--- src/core/reset_seq_pkg.sv ---
package reset_seq_pkg;
  // reset cause codes
  typedef enum logic [2:0] {
    cause_none     = 3'h0,
    cause_power_on = 3'h1,
    cause_wdt_run  = 3'h2,
    cause_wdt_slp  = 3'h3,
    cause_pin_run  = 3'h4,
    cause_pin_slp  = 3'h5,
    cause_brownout = 3'h6,
    cause_wdt_wake = 3'h7
  } cause_e;

  // brownout mode select codes
  localparam logic [1:0] BOR_MODE_OFF  = 2'h0;
  localparam logic [1:0] BOR_MODE_SOFT = 2'h1;
  localparam logic [1:0] BOR_MODE_HW   = 2'h2;
  localparam logic [1:0] BOR_MODE_ON   = 2'h3;

  // timing
  localparam int CLK_MHZ          = 200;
  localparam int STARTUP_DELAY_MS = 64;
  localparam int STARTUP_CYCLES   = STARTUP_DELAY_MS * 1000 * CLK_MHZ;
  localparam int BOR_MIN_NS       = 100;
  localparam int BOR_MIN_CYCLES   = (BOR_MIN_NS * CLK_MHZ + 999) / 1000;
  localparam int PIN_FILTER_NS    = 2000;
  localparam int PIN_FILTER_CYCLES = (PIN_FILTER_NS * CLK_MHZ + 999) / 1000;

  // port direction reset value: all inputs
  localparam logic [7:0] PORT_DIR_RESET = 8'hff;
endpackage

--- src/core/reset_source_sequencer.sv ---
`timescale 1ns/10ps
////////////////////////////////////////////////////////////////////////////////
// Summary of operation
// RQ1 - six reset causes are told apart and reported on a cause code.
// RQ2 - the unaffected-class clear strobe fires only on power-on.
// RQ3 - the resettable-class strobe fires on power-on, pin, watchdog and brownout resets.
// RQ4 - a watchdog wake-up from sleep resumes operation without any register reset.
// RQ5 - timeout and powerdown flags take a pattern that identifies the cause.
// RQ6 - the external reset pin is filtered so that short pulses are ignored.
// RQ7 - a two-bit mode select picks one of four brownout modes.
// RQ8 - in mode 01 the soft brownout enable switches detection.
// RQ9 - in the hardware mode detection is off in sleep, on when awake, soft bit ignored.
// RQ10 - a brownout level lasting the minimum duration forces reset.
// RQ11 - reset holds until supply is good, then for the startup delay if enabled.
// RQ12 - the startup timer runs only when the startup delay enable is set.
// RQ13 - a brownout during the startup delay returns to brownout and restarts a full delay.
// RQ14 - any reset forces port pins to input and clears the compare/PWM state.
// RQ15 - the internal reset deasserts on a clock edge of this block.
module reset_source_sequencer #(
  parameter int STARTUP_CYCLES = reset_seq_pkg::STARTUP_CYCLES, // startup delay length
  parameter int BOR_CYCLES     = reset_seq_pkg::BOR_MIN_CYCLES, // brownout min duration
  parameter int PIN_CYCLES     = reset_seq_pkg::PIN_FILTER_CYCLES // pin filter length
) (
  input  wire logic       mclk,                 // 200 MHz clock
  input  wire logic       rst,                  // power-on reset, sync, high
  input  wire logic       external_reset_pin_n, // external reset pin, low active
  input  wire logic       supply_low,           // supply below brownout threshold
  input  wire logic       watchdog_timeout,     // watchdog expiry pulse
  input  wire logic       sleeping,             // core is in sleep
  input  wire logic [1:0] brownout_mode_select, // brownout mode field
  input  wire logic       soft_brownout_enable, // software brownout enable
  input  wire logic       startup_delay_enable, // startup delay enable
  output logic            chip_reset,           // internal reset, high active
  output logic            clear_unaffected,     // pulse: reset unaffected class
  output logic            clear_resettable,     // pulse: reset resettable class
  output logic            wake_pulse,           // pulse: watchdog wake from sleep
  output logic [2:0]      reset_cause,          // last cause code
  output logic            timeout_flag,         // timeout flag, low after wdt
  output logic            powerdown_flag,       // powerdown flag, low after sleep
  output logic            brownout_active,      // brownout detection enabled
  output logic [7:0]      port_dir,             // port direction, 1 = input
  output logic            ccp_clear             // compare/PWM state reset
);
  typedef enum logic [2:0] {
    st_reset = 3'b001,
    st_delay = 3'b010,
    st_run   = 3'b100
  } state_e;
  localparam int DW = $clog2(STARTUP_CYCLES + 1);
  localparam int BW = $clog2(BOR_CYCLES + 1);

  ////////////////////////////////////////////////////////////////////////////
  logic         pin_ok;
  state_e       state_reg, state_next;
  logic [DW-1:0] dly_reg, dly_next;
  logic [BW-1:0] bor_reg, bor_next;
  logic         chip_reset_reg, chip_reset_next;
  logic         clr_u_reg, clr_u_next;
  logic         clr_r_reg, clr_r_next;
  logic         wake_reg, wake_next;
  reset_seq_pkg::cause_e cause_reg, cause_next;
  logic         to_reg, to_next;
  logic         pd_reg, pd_next;
  logic         bor_en_reg, bor_en_next;
  logic [7:0]   dir_reg, dir_next;
  logic         ccp_reg, ccp_next;
  logic         bor_en;
  logic         bor_trip;
  logic         event_hit;

  // external pin filter
  pulse_filter #(
    .COUNT (PIN_CYCLES)
  ) u_pin_filter (
    .mclk      (mclk),
    .rst       (rst),
    .din       (!external_reset_pin_n),
    .qualified (pin_ok)                   // RQ6
  );

  ////////////////////////////////////////////////////////////////////////////
  // brownout enable by mode
  always_comb begin
    case (brownout_mode_select)           // RQ7
      reset_seq_pkg::BOR_MODE_OFF:  bor_en = 1'b0;
      reset_seq_pkg::BOR_MODE_SOFT: bor_en = soft_brownout_enable; // RQ8
      reset_seq_pkg::BOR_MODE_HW:   bor_en = !sleeping;            // RQ9
      reset_seq_pkg::BOR_MODE_ON:   bor_en = 1'b1;
      default:                      bor_en = 1'b1;
    endcase
  end

  // brownout duration counter
  always_comb begin
    bor_next = '0;
    bor_trip = 1'b0;
    if (bor_en && supply_low) begin
      if (bor_reg >= BW'(BOR_CYCLES - 1)) begin
        bor_trip = 1'b1;                  // RQ10
        bor_next = bor_reg;
      end else begin
        bor_next = bor_reg + BW'(1);
      end
    end
  end

  ////////////////////////////////////////////////////////////////////////////
  // reset sequencing
  always_comb begin
    state_next      = state_reg;
    dly_next        = dly_reg;
    chip_reset_next = chip_reset_reg;
    clr_u_next      = 1'b0;
    clr_r_next      = 1'b0;
    wake_next       = 1'b0;
    cause_next      = cause_reg;
    to_next         = to_reg;
    pd_next         = pd_reg;
    dir_next        = dir_reg;
    ccp_next        = ccp_reg;
    event_hit       = 1'b0;
    // cause detection, brownout has priority over pin, pin over watchdog
    if (bor_trip) begin
      event_hit  = 1'b1;
      cause_next = reset_seq_pkg::cause_brownout; // RQ1
      to_next    = 1'b1;                          // RQ5
      pd_next    = 1'b1;
    end else if (pin_ok) begin
      event_hit  = 1'b1;
      cause_next = sleeping ? reset_seq_pkg::cause_pin_slp : reset_seq_pkg::cause_pin_run;
      pd_next    = sleeping ? 1'b0 : pd_reg;      // RQ5
    end else if (watchdog_timeout && state_reg == st_run) begin
      if (sleeping) begin
        wake_next  = 1'b1;                        // RQ4
        cause_next = reset_seq_pkg::cause_wdt_wake;
        to_next    = 1'b0;
        pd_next    = 1'b0;
      end else begin
        event_hit  = 1'b1;
        cause_next = reset_seq_pkg::cause_wdt_run;
        to_next    = 1'b0;                        // RQ5
        pd_next    = 1'b1;
      end
    end
    if (event_hit) begin
      clr_r_next      = 1'b1;                     // RQ3
      chip_reset_next = 1'b1;
      dir_next        = reset_seq_pkg::PORT_DIR_RESET; // RQ14
      ccp_next        = 1'b1;
      state_next      = st_reset;
      dly_next        = '0;
    end
    case (state_reg)
      st_reset: begin
        if (!event_hit && !(supply_low && bor_en) && !pin_ok) begin // RQ11
          if (startup_delay_enable) begin         // RQ12
            state_next = st_delay;
            dly_next   = '0;
          end else begin
            state_next      = st_run;
            chip_reset_next = 1'b0;               // RQ15
            ccp_next        = 1'b0;
          end
        end
      end
      st_delay: begin
        if (!event_hit) begin
          if (dly_reg >= DW'(STARTUP_CYCLES - 1)) begin
            state_next      = st_run;
            chip_reset_next = 1'b0;               // RQ15
            ccp_next        = 1'b0;
          end else begin
            dly_next = dly_reg + DW'(1);          // RQ11
          end
        end else begin
          dly_next = '0;                          // RQ13
        end
      end
      st_run: begin
      end
      default: begin
        state_next = st_reset;
      end
    endcase
  end

  // sequencing registers; power-on loads the full reset pattern
  always_ff @(posedge mclk) begin
    if (rst) begin
      state_reg      <= st_reset;
      dly_reg        <= '0;
      bor_reg        <= '0;
      chip_reset_reg <= 1'b1;
      clr_u_reg      <= 1'b1;                     // RQ2
      clr_r_reg      <= 1'b1;
      wake_reg       <= 1'b0;
      cause_reg      <= reset_seq_pkg::cause_power_on;
      to_reg         <= 1'b1;
      pd_reg         <= 1'b1;
      bor_en_reg     <= 1'b0;
      dir_reg        <= reset_seq_pkg::PORT_DIR_RESET;
      ccp_reg        <= 1'b1;
    end else begin
      state_reg      <= state_next;
      dly_reg        <= dly_next;
      bor_reg        <= bor_next;
      chip_reset_reg <= chip_reset_next;
      clr_u_reg      <= clr_u_next;
      clr_r_reg      <= clr_r_next;
      wake_reg       <= wake_next;
      cause_reg      <= cause_next;
      to_reg         <= to_next;
      pd_reg         <= pd_next;
      bor_en_reg     <= bor_en;
      dir_reg        <= dir_next;
      ccp_reg        <= ccp_next;
    end
  end

  // outputs straight from flip-flops
  assign chip_reset       = chip_reset_reg;
  assign clear_unaffected = clr_u_reg;
  assign clear_resettable = clr_r_reg;
  assign wake_pulse       = wake_reg;
  assign reset_cause      = cause_reg;
  assign timeout_flag     = to_reg;
  assign powerdown_flag   = pd_reg;
  assign brownout_active  = bor_en_reg;
  assign port_dir         = dir_reg;
  assign ccp_clear        = ccp_reg;
endmodule

--- src/core/pulse_filter.sv ---
`timescale 1ns/10ps
// accepts a level only after it has stood for a full count of cycles
module pulse_filter #(
  parameter int COUNT = 4
) (
  input  wire logic mclk,    // clock
  input  wire logic rst,     // synchronous reset
  input  wire logic din,     // raw level
  output logic      qualified // level held for COUNT cycles
);
  localparam int W = $clog2(COUNT + 1);
  logic [W-1:0] cnt_reg;
  logic [W-1:0] cnt_next;
  logic         q_reg;
  logic         q_next;

  // count while input stands high, restart on any drop
  always_comb begin
    cnt_next = cnt_reg;
    q_next   = 1'b0;
    if (!din) begin
      cnt_next = '0;
    end else if (cnt_reg >= W'(COUNT - 1)) begin
      q_next = 1'b1;
    end else begin
      cnt_next = cnt_reg + W'(1);
    end
  end

  always_ff @(posedge mclk) begin
    if (rst) begin
      cnt_reg <= '0;
      q_reg   <= 1'b0;
    end else begin
      cnt_reg <= cnt_next;
      q_reg   <= q_next;
    end
  end

  assign qualified = q_reg;
endmodule

--- config.mk ---
export PLATFORM = sky130hd
export DESIGN_NAME = reset_source_sequencer
export DESIGN_NICKNAME = d
export VERILOG_FILES = /design/src/core/reset_seq_pkg.sv /design/src/core/reset_source_sequencer.sv /design/src/core/pulse_filter.sv
export SDC_FILE = /design/constraint.sdc
export NUM_CORES = 1
export LEC_CHECK = 0
export ABC_CLOCK_PERIOD_IN_PS = 3800
export BUFFER_PORTS_ARGS = -buffer_cell sky130_fd_sc_hd__buf_2
export CAP_MARGIN = 30
export CORE_AREA = 3 3 121 76
export CTS_CLUSTER_DIAMETER = 30
export DETAILED_ROUTE_END_ITERATION = 8
export DIE_AREA = 0 0 124 79
export SLEW_MARGIN = 25
export SYNTH_ARGS = -nofsm -noshare
export SYNTH_HDL_FRONTEND = slang
export SYNTH_HIERARCHICAL = 1
export SYNTH_SLANG_ARGS = --single-unit
--- constraint.sdc ---
create_clock -name mclk -period 3.8 [get_ports mclk]
set_input_delay 0.76 -clock mclk [delete_from_list [all_inputs] [get_ports mclk]]
set_output_delay 0.76 -clock mclk [all_outputs]
set_load 0.01 [all_outputs]
======== After elaboration in Yosys (flattened, before gate mapping) ========
Cells that the tools add are included.
word-level totals
  register bits after elaboration ......... 53
  input bits .............................. 10
  output and inout bits ................... 19
  logic and storage cells ................. 90
operators by class
  $add $sub $neg .......................... 3
  order comparisons ....................... 3
  equal/unequal tests ..................... 7
  multiplexer cells ....................... 43
  bitwise logic cells ..................... 3
  reduce and logical (&&, ||, !) cells .... 17
operators by type and width
  kind                     count
  $mux W24                 5
  $pmux W24 S2             1
  $mux W3                  9
  $add A24 B1 Y24 const B  1
  $ge A24 B24 Y1 const B   1
  $mux W1                  24
  $add A9 B1 Y9 const B    1
  $ge A9 B9 Y1 const B     1
  $pmux W3 S3              1
  $reduce_or A2 Y1         3
  $add A5 B1 Y5 const B    1
  $ge A5 B5 Y1 const B     1
  $eq A2 B2 Y1 const B     2
  $logic_and A1 B1 Y1      4
  $logic_not A1 Y1         4
  $pmux W1 S2              2
  $pmux W1 S4              1
  $reduce_and A2 Y1        2
  $reduce_or A4 Y1         1
  $eq A3 B1 Y1 const B     1
  $eq A3 B2 Y1 const B     1
  $eq A3 B3 Y1 const B     1
  $not A1 Y1               3
  $reduce_bool A3 Y1       1
  4 further kinds          4

======== Longest topological paths before layout ========
Gate-level depths: netlist of the first run.
  word-level depth ........................ 10
  mapped depth ............................ 8
  depth with buffers taken out ............ 7

======== By module ========
Netlist of the first run, hierarchy kept.
by module, submodules not included
  module                  times used  cells an instance  area each (um^2)  seq. area each (um^2)
  reset_source_sequencer  1           281                2299.7            860.8
  pulse_filter            1           53                 464.2             200.2

======== Worst setup path after synthesis of the first run ========
Ideal clock, no wire load.
  kind .................................... input port to flip-flop
  start ................................... input brownout_mode_select[1]
  end ..................................... register dly_reg[0]
  library setup time ...................... 70 ps
  data arrival time ....................... 2183 ps
  data required time ...................... 3730 ps
  path slack .............................. 1547 ps
  stages .................................. 7
  path buffers ............................ 1
  path through ............................ o21ai_0 -> a21bo_2 -> clkbuf_1 -> o21ai_0 -> a211oi_1 -> o21ai_0 -> a21oi_1
between the ends
  word-level cells in the longest chain between the ends .. 10
  elaborated cells between the ends (all ways) .. 18
  those cells by class .................... eq/ne (3); mux (9); reduce/logical (6)
ends and longest elaborated chain
  element                               RTL line                                                     source
  start, declared                       reset_source_sequencer.sv:30                                 input wire logic [1:0] brownout_mode_select,
  $eq A2 B2 Y1 (tied with other cells)  reset_source_sequencer.sv:84                                 case (brownout_mode_select)
  $pmux W1 S4 (*)                       reset_source_sequencer.sv:84
  $logic_and A1 B1 Y1 (*)               reset_source_sequencer.sv:97, reset_source_sequencer.sv:155
  $mux W1                               reset_source_sequencer.sv:97                                 if (bor_en && supply_low) begin
  $mux W1                               reset_source_sequencer.sv:123                                if (bor_trip) begin
  $logic_not A1 Y1                      -
  $logic_and A1 B1 Y1 (2 in series)     reset_source_sequencer.sv:155                                if (!event_hit && !(supply_low && bor_en) && !pin_ok) begin
  $mux W24                              reset_source_sequencer.sv:155
  $pmux W24 S2 (*)                      reset_source_sequencer.sv:153                                case (state_reg)
  end signal, assigned                  reset_source_sequencer.sv:205                                dly_reg <= dly_next;
  end, declared                         reset_source_sequencer.sv:55                                 logic [DW-1:0] dly_reg, dly_next;
Every way passes the cells marked *; elsewhere a longest branch is shown, timed or not.
A chain may end at the register's enable or synchronous reset.

======== Worst setup path after layout of the first run ========
  start ................................... register dly_reg[20]
  end ..................................... register dly_reg[23]
between the ends
  word-level cells in the longest chain between the ends .. 4
  elaborated cells between the ends (all ways) .. 5
  those cells by class .................... add/sub (1); order compare (1); mux (3)
ends and longest elaborated chain
  element                                                   RTL line                                                      source
  $add A24 B1 Y24 / $ge A24 B24 Y1 (equally long branches)  reset_source_sequencer.sv:173, reset_source_sequencer.sv:168
  $mux W24 (*)                                              reset_source_sequencer.sv:168                                 if (dly_reg >= DW'(STARTUP_CYCLES - 1)) begin
  $mux W24 (*)                                              reset_source_sequencer.sv:167                                 if (!event_hit) begin
  $pmux W24 S2 (*)                                          reset_source_sequencer.sv:153
Marks and branches as above.

==> results.toml, run 1 <==
[run_status]
status = "completed"

[run]
drv_cap = 0

[routing]
drtIter0Drc = 200
vias = 2487
dr.pass1.iters = 5
wl_per_cell_um = 14.3
ant_nets = 0
viasPerCell = 5.45
totalWireLength_um = 6540
remaining_drc_errors = 0

[synth]
ys.flop_type = "dfxtp_1"
async_flop_share_pct = 0
synth-edff-count = 0
ys_top_cells_by_count = "53 x dfxtp_1, 33 x nor2_1, 24 x a31oi_1"
netlist_instances = 334
yosysSeqAreaShare_pct = 38.4
synth_cell_types = 61
synth_top_cell_area_share_pct = 38.4
yosysWarnings = 6
netlist_area_um2 = 2760
syn_area_per_cell_um2 = 8.28
ys_seq_elements = 53
synth.most_common_cell = "dfxtp_1"
synth_area_leaders = "dfxtp_1 38%, a31oi_1 5.4%, nor2_1 4.5%"
yosys.area.top_type = "dfxtp_1"

[floorplanning]
pin_count = 29
die_x_um = 124
rows = 25
core_area_um2 = 8010
die_y_um = 79
die-area_um2 = 9800
initial_core_util_pct = 34.5

[global_route]
grt_pass1_vias = 2122
grt_use_total_pct = 13.8
antenna_found_initial = 0
grt_pass1_wl_um = 10700
grt_max_degree = 23
gr-total-overflow = 0

[power]
p_per_area_nw_per_um2 = 395
leakagePower_nw = 1.15
ir_drop_uv = 229
finalPower_mw = 1.22

[sta]
max_slew.worst_pin.slew_ns = 0.846
clock.fmax_mhz = 372
hold_viol_final = 0
rsz0062_at_grt = "false"
setup_violations = 0
fin_skew_ns = 0.00510
tns_ns = 0
layout_min_cycle_time_ns = 2.69
max_slew_margin_pct = 43.6
drv_slew = 0
min_period_over_period_pct = 70.7

[clock_network]
clockBufferDepth = 2
cts_tree = "built"
path_clk_slew_ns = 0.07
cts_sinks = 53
post-cts-setup-buffers = 0
cts_resized = 0
cts_root_buf = "clkbuf_16"
cts_max_level = 2
hold_buffers = 0
cts_buffers = 5
clk_latency_ns = 0.29

[cells_and_area]
diodes = 0
drive_above_1_share_pct = 12.4
nets = 360
largest_reg_flops = 24
area_growth_syn_to_layout_pct = 11.8
regArea_um2 = 1060
multi_input_area_um2 = 1580
fillerInstances = 828

[min_path]
hp-class = "flop to flop"

[setup_path]
required_ns = 4.04
slowest_delay_ns = 0.56
crit_top_cell = "or4_4"
end_kind = "flop"
critical_path_class = "flop to flop"
crit_fanout = 13
crit_arrival_ns = 2.93
crit_path_top_delay_cell = "or4_4"
cp-start-kind = "flop"
cp_cell_sequence = "or4_4 > or4_4 > o21ai_2 > nand2_1 > nor4_1 > o22a_1"

[placement]
gp_congestion = 0.870
port_buffers = 20
hpwl_um = 4650
[cell type report]
type                            count  share of cell area, %
Clock buffer                        7                   4.62
Clock inverter                      1                  0.972
Inverter                            8                  0.972
Multi-Input combinational cell    257                   51.0
Sequential cell                    53                   34.3
Tap cell                          108                   4.37
Timing Repair Buffer               22                   3.72
[kinds of logic (layout without fill, tap and decap cells)]
kind of cell               Yosys count  count (layout)  share of synthesized area, %
and+or+nand+nor                    138             138                          27.5
AOI/OAI and AO/OA                   96              96                          23.0
DFF                                 53              53                          38.4
buffers and inverters               31              38                          5.52
xor gates and xnor gates             6               6                          1.90
adders and majority gates            3               3                          1.36
muxes                                6               6                          2.17
other                                1               8                         0.136
[critical path: cells and delay by family, from the launching register on]
kind	cells	cell delay [ns]
DFF	1	0.35
AOI/OAI and AO/OA	2	0.62
and+or+nand+nor	4	1.67
[cell usage in the layout, fill, tap and decap left out, drive strengths merged, types with 6 or more instances in the layout]
master,count
nor4,6
buf,22
nand2,21
o21ai,23
or3,6
o31ai,7
a31oi,24
dfxtp,53
nand4,7
nand3,22
a21oi,16
mux2i,6
nor3,12
and3,11
clkbuf,7
conb,8
nor2,33
inv,8
[where the power goes]
| group | internal [mW] | switching, mW | leakage (nW) | total [mW] |
|---|---|---|---|---|
| Clock | 0.330 | 0.205 | 0.0841 | 0.534 |
| Combinational | 0.0363 | 0.0627 | 0.635 | 0.0990 |
| Sequential | 0.570 | 0.0183 | 0.430 | 0.589 |
[final timing paths]
path | startpoint | to | slack (ns) | cells past startpoint
worst min register to register | timeout_flag$_SDFFE_PP1P_ | timeout_flag$_SDFFE_PP1P_ | 0.47 | 2
worst max register to register | dly_reg[20]$_SDFF_PP0_ | dly_reg[23]$_SDFF_PP0_ | 1.11 | 6
worst min-delay path | timeout_flag$_SDFFE_PP1P_ | timeout_flag$_SDFFE_PP1P_ | 0.47 | 2
worst max-delay path | dly_reg[20]$_SDFF_PP0_ | dly_reg[23]$_SDFF_PP0_ | 1.11 | 6
[metrics by stage]
| step | cell area [um2] | utilization [%] | worst slack, ns | instances | hold slack [ns] |
|---|---|---|---|---|---|
| after floorplan | 2790 | - | 1.55 | 341 | 0.447 |
| after global placement | 2920 | 36.4 | 1.08 | 448 | 0.450 |
| after detailed placement | 2920 | 36.4 | 1.01 | 448 | 0.463 |
| after CTS | 3090 | 38.6 | 1.15 | 456 | 0.474 |
| after global routing | 3090 | 38.6 | 0.908 | 456 | 0.507 |
| final | 3090 | 38.6 | 1.11 | 456 | 0.470 |
[routing by layer]
layer	up-vias	global-route usage [%]	share of wire (%)
li1	1251	-	-
met1	1148	21.6	53
met2	81	17.3	39
met3	7	4.13	6.9
met4	0	4.92	1.4
met5	-	0	0
No activity file was read; power rests on OpenSTA's default activity.
==> run 2, diff against run 1 <==
--- a/config.mk
+++ b/config.mk
@@ -5,7 +5,7 @@
 export SDC_FILE = /design/constraint.sdc
 export NUM_CORES = 1
 export LEC_CHECK = 0
-export ABC_CLOCK_PERIOD_IN_PS = 3800
+export ABC_CLOCK_PERIOD_IN_PS = 2340
 export BUFFER_PORTS_ARGS = -buffer_cell sky130_fd_sc_hd__buf_2
 export CAP_MARGIN = 30
 export CORE_AREA = 3 3 121 76
==> constraint.sdc (replaced) <==
create_clock -name mclk -period 2.34 [get_ports mclk]
set_input_delay 0.468 -clock mclk [delete_from_list [all_inputs] [get_ports mclk]]
set_output_delay 0.468 -clock mclk [all_outputs]
set_load 0.01 [all_outputs]
==> run 2 against run 1 <==
Effect of this change:
- utilization up 1.4 points
- sequential share of layout area down 1.1 points
- clock power up 38%
- fmax up 17%
- clock skew about the same
- largest cell class unchanged
==> results.toml, run 2 (synthesis results as in run 1) <==
[power]
leakagePower_nw = 1.21
finalPower_mw = 1.87
ir_drop_uv = 393
p_per_area_nw_per_um2 = 584

[routing]
dr.pass1.iters = 5
totalWireLength_um = 6780
ant_nets = 0
vias = 2526
viasPerCell = 5.36
remaining_drc_errors = 0
wl_per_cell_um = 14.4
drtIter0Drc = 208

[sta]
min_period_over_period_pct = 98.2
layout_min_cycle_time_ns = 2.30
fin_skew_ns = 0.00558
max_slew.worst_pin.slew_ns = 0.498
setup_violations = 0
max_slew_margin_pct = 66.7
rsz0062_at_grt = "true"
clock.fmax_mhz = 435
hold_viol_final = 0
drv_slew = 0

[setup_path]
end_kind = "flop"
required_ns = 2.54
crit_path_top_delay_cell = "or4_4"
cp-start-kind = "flop"
crit_arrival_ns = 2.50
slowest_delay_ns = 0.56
cp_cell_sequence = "or4_4 > o211a_1 > or3_1 > or3_4 > o31ai_1"
critical_path_class = "flop to flop"
crit_fanout = 5

[clock_network]
cts_root_buf = "clkbuf_16"
hold_buffers = 0
path_clk_slew_ns = 0.07
post-cts-setup-buffers = 0
cts_max_level = 2
clk_latency_ns = 0.29
cts_buffers = 5
cts_sinks = 53
clockBufferDepth = 2
cts_tree = "built"

[cells_and_area]
nets = 375
fin_util_pct = 40.0
largest_reg_flops = 24
final_cell_mix = "52 x dfxtp_1, 33 x nor2_1, 24 x a31oi_1"
fillerInstances = 856
stdcell_count = 471
final_common_cell = "dfxtp_1"
area_growth_syn_to_layout_pct = 15.8
diodes = 0
drive_above_1_share_pct = 17.4
finalInstanceArea_um2 = 3200

[placement]
place_inst = 463
port_buffers = 20
dpl_cell_area_um2 = 3030
hpwl_um = 4950
gp_congestion = 0.866

[floorplanning]
initial_core_util_pct = 34.5
die_y_um = 79
rows = 25
core_area_um2 = 8010
pin_count = 29
die-area_um2 = 9800
die_x_um = 124

[run]
drv_cap = 0

[global_route]
grt_max_degree = 22
grt_pass1_wl_um = 11300
antenna_found_initial = 0
grt_use_total_pct = 14.2
grt_pass1_vias = 2262
gr-total-overflow = 0

[min_path]
hp-class = "input port to flop"

[run_status]
status = "completed"
run 2: cell types whose count changed in the layout (fill, tap and decap cells not counted), moves of 2 or more:
| cell | delta |
|---|---|
| buf_4 | +15 |
| clkinvlp_4 | +2 |
| nor4_1 | -2 |
| nor4_2 | +2 |
run 2: timing repair:
action	4_1_cts	5_1_grt
pin swaps	0	2
endpoints found under the setup margin	1	14
resized for setup	2	6
run 2: layer usage:
metal | vias to the layer above | GRT usage, % | share of wire (%)
met5 | - | 0 | 0
met4 | 0 | 1.97 | 0.41
met3 | 4 | 3.91 | 6.0
met2 | 58 | 18.5 | 39
met1 | 1176 | 23.0 | 55
li1 | 1288 | - | -
run 2: critical path, delay by kind of cell (launching register included):
family / cells / cell delay, ns
simple gates: 3 / 1.31
compound gates: 2 / 0.54
flops: 1 / 0.34
run 2: path summary, 6_finish.rpt:
| kind | start | to | slack (ns) | depth (start not counted) |
|---|---|---|---|---|
| worst min-delay path | brownout_mode_select[1] | brownout_active$_SDFF_PP0_ | 0.48 | 3 |
| worst min register to register | timeout_flag$_SDFFE_PP1P_ | timeout_flag$_SDFFE_PP1P_ | 0.48 | 2 |
| worst max-delay path | dly_reg[20]$_SDFF_PP0_ | dly_reg[20]$_SDFF_PP0_ | 0.04 | 5 |
| worst max register to register | dly_reg[20]$_SDFF_PP0_ | dly_reg[20]$_SDFF_PP0_ | 0.04 | 5 |
run 2: per-stage QoR:
stage / hold slack, ns / TNS (ns) / worst slack [ns]
floorplan: 0.447 / 0 / 0.170
global placement: 0.451 / 0 / 0.0731
detailed placement: 0.462 / -0.00737 / -0.00737
CTS: 0.465 / 0 / 0.0488
global route: 0.499 / -0.0999 / -0.0358
finish: 0.476 / 0 / 0.0414
run 2: area by class of cell:
type                            count  area (um2)  share of cell area, %
Multi-Input combinational cell    257        1600                   50.0
Sequential cell                    53        1060                   33.2
Timing Repair Buffer               37         228                   7.11
Tap cell                          108         135                   4.22
Clock buffer                        6         129                   4.03
Inverter                            8        30.0                  0.938
Clock inverter                      2        15.0                  0.469
run 2: power by group:
group          switching, mW  internal, mW
Sequential            0.0303         0.927
Combinational          0.105        0.0710
Clock                  0.338         0.398
==> run 3, diff against run 2 <==
--- a/config.mk
+++ b/config.mk
@@ -12,6 +12,7 @@
 export CTS_CLUSTER_DIAMETER = 30
 export DETAILED_ROUTE_END_ITERATION = 8
 export DIE_AREA = 0 0 124 79
+export SETUP_SLACK_MARGIN = 0.2
 export SLEW_MARGIN = 25
 export SYNTH_ARGS = -nofsm -noshare
 export SYNTH_HDL_FRONTEND = slang
==> constraint.sdc (replaced) <==
create_clock -name mclk -period 2.34 [get_ports mclk]
set_input_delay 0.351 -clock mclk [delete_from_list [all_inputs] [get_ports mclk]]
set_output_delay 0.351 -clock mclk [all_outputs]
set_load 0.01 [all_outputs]
==> run 3 against run 2 <==
Effect of this change:
- via count is 4.9% higher
- critical path depth is 1 higher
- design area is 5.7% higher
- routed wire length is 3.5% higher
- critical path type unchanged
==> results.toml, run 3 (synthesis results as in run 1) <==
[sta]
fin_skew_ns = 0.00681
max_slew_margin_pct = 65.3
drv_slew = 0
min_period_over_period_pct = 94.3
setup_violations = 0
tns_ns = 0
layout_min_cycle_time_ns = 2.21
hold_viol_final = 0
max_slew.worst_pin.slew_ns = 0.519
rsz0062_at_grt = "true"
clock.fmax_mhz = 453

[setup_path]
required_ns = 2.53
crit_fanout = 5
end_kind = "flop"
crit_top_cell = "or4_4"
crit_path_top_delay_cell = "or4_4"
slowest_delay_ns = 0.54
cp-start-kind = "flop"
cp_cell_sequence = "or4_4 > or4_4 > o21a_4 > o31a_1 > o21ai_2 > o41ai_2"
path_buf_inv = 0
crit_family = "simple AND/OR/NAND/NOR gates"
critical_path_class = "flop to flop"
crit_arrival_ns = 2.39

[cells_and_area]
drive_above_1_share_pct = 23.2
nets = 379
final_cell_mix = "50 x dfxtp_1, 31 x nor2_1, 23 x a31oi_1"
finalInstanceArea_um2 = 3380
area_growth_syn_to_layout_pct = 22.5
diodes = 0
final_common_cell = "dfxtp_1"
largest_reg_flops = 24
stdcell_count = 475

[global_route]
grt_max_degree = 22
antenna_found_initial = 0
met1_usage_pct = 23.6
busiest_layer = "met1"
gr-total-overflow = 0
met2_usage_pct = 19.5
grt_use_total_pct = 14.9
globalRouteMet3Util_pct = 2.99
grt_pass1_wl_um = 11700
grt_pass1_vias = 2355

[placement]
port_buffers = 20
gp_congestion = 0.796
hpwl_um = 4830
dpl_cell_area_um2 = 3040
place_inst = 462

[floorplanning]
die_x_um = 124
initial_core_util_pct = 34.5
rows = 25
pin_count = 29
die-area_um2 = 9800
core_area_um2 = 8010
die_y_um = 79

[clock_network]
cts_root_buf = "clkbuf_16"
clk_latency_ns = 0.30
path_clk_slew_ns = 0.07
cts_buffers = 5
clockBufferDepth = 2
cts_sinks = 53
cts_tree = "built"
cts_max_level = 2

[power]
ir_drop_uv = 232
leakagePower_nw = 1.27
p_per_area_nw_per_um2 = 554

[routing]
dr.pass1.iters = 4
remaining_drc_errors = 0
ant_nets = 0
drtIter0Drc = 197
vias = 2649
viasPerCell = 5.58
totalWireLength_um = 7020
wl_per_cell_um = 14.8

[min_path]
hp-class = "input port to flop"

[run]
drv_cap = 0

[run_status]
status = "completed"
## run 3: final cells by class
class	instances	area, um2
well taps	108	135
inverters	8	30.0
flip-flops and latches	53	1060
clock buffers	8	136
repair buffers	41	278
fillers	832	4620
multi-input cells	257	1740
## run 3: power by group
part	switching, mW	total (mW)	internal [mW]	leakage [nW]
sequential	0.0248	0.952	0.927	0.431
combinational	0.122	0.197	0.0750	0.769
clock	0.327	0.727	0.399	0.0652
total	0.474	1.88	1.40	1.27
## run 3: timing repair
action / 4_1_cts / 5_1_grt
pin swaps: 7 / 14
hold buffers: 0 / 0
setup endpoints to repair: 25 / 28
gates resized for setup: 16 / 26
setup buffers: 1 / 4
## run 3: routing by layer
metal  vias up  routed length, um
li1       1296                  -
met1      1234               3690
met2       112               2700
met3         7                545
met4         0                 79
met5         -                  0
## run 3: stage by stage
step	util [%]	power [mW]	hold WS, ns	worst slack [ns]
3_3_place_gp	37.9	1.15	0.457	0.0930
5_1_grt	42.3	1.96	0.386	0.0211
6_report	42.3	1.88	0.353	0.132
3_5_place_dp	37.9	1.15	0.470	0.0469
2_1_floorplan	-	1.10	0.379	0.207
4_1_cts	40.6	1.87	0.350	0.167
## run 3: worst reg2reg max path, cell delays in order, from the launching register on
cell and delay, ns:
dfxtp_2 0.32, or4_4 0.54, or4_4 0.46, o21a_4 0.26, o31a_1 0.32, o21ai_2 0.12
o41ai_2 0.07
## run 3: worst paths after layout
| path | from | to | slack (ns) | cells past startpoint |
|---|---|---|---|---|
| hold reg to reg | timeout_flag$_SDFFE_PP1P_ | timeout_flag$_SDFFE_PP1P_ | 0.47 | 2 |
| hold / removal | brownout_mode_select[1] | brownout_active$_SDFF_PP0_ | 0.35 | 3 |
| setup / recovery | dly_reg[20]$_SDFF_PP0_ | dly_reg[5]$_SDFF_PP0_ | 0.13 | 6 |
| setup reg to reg | dly_reg[20]$_SDFF_PP0_ | dly_reg[5]$_SDFF_PP0_ | 0.13 | 6 |
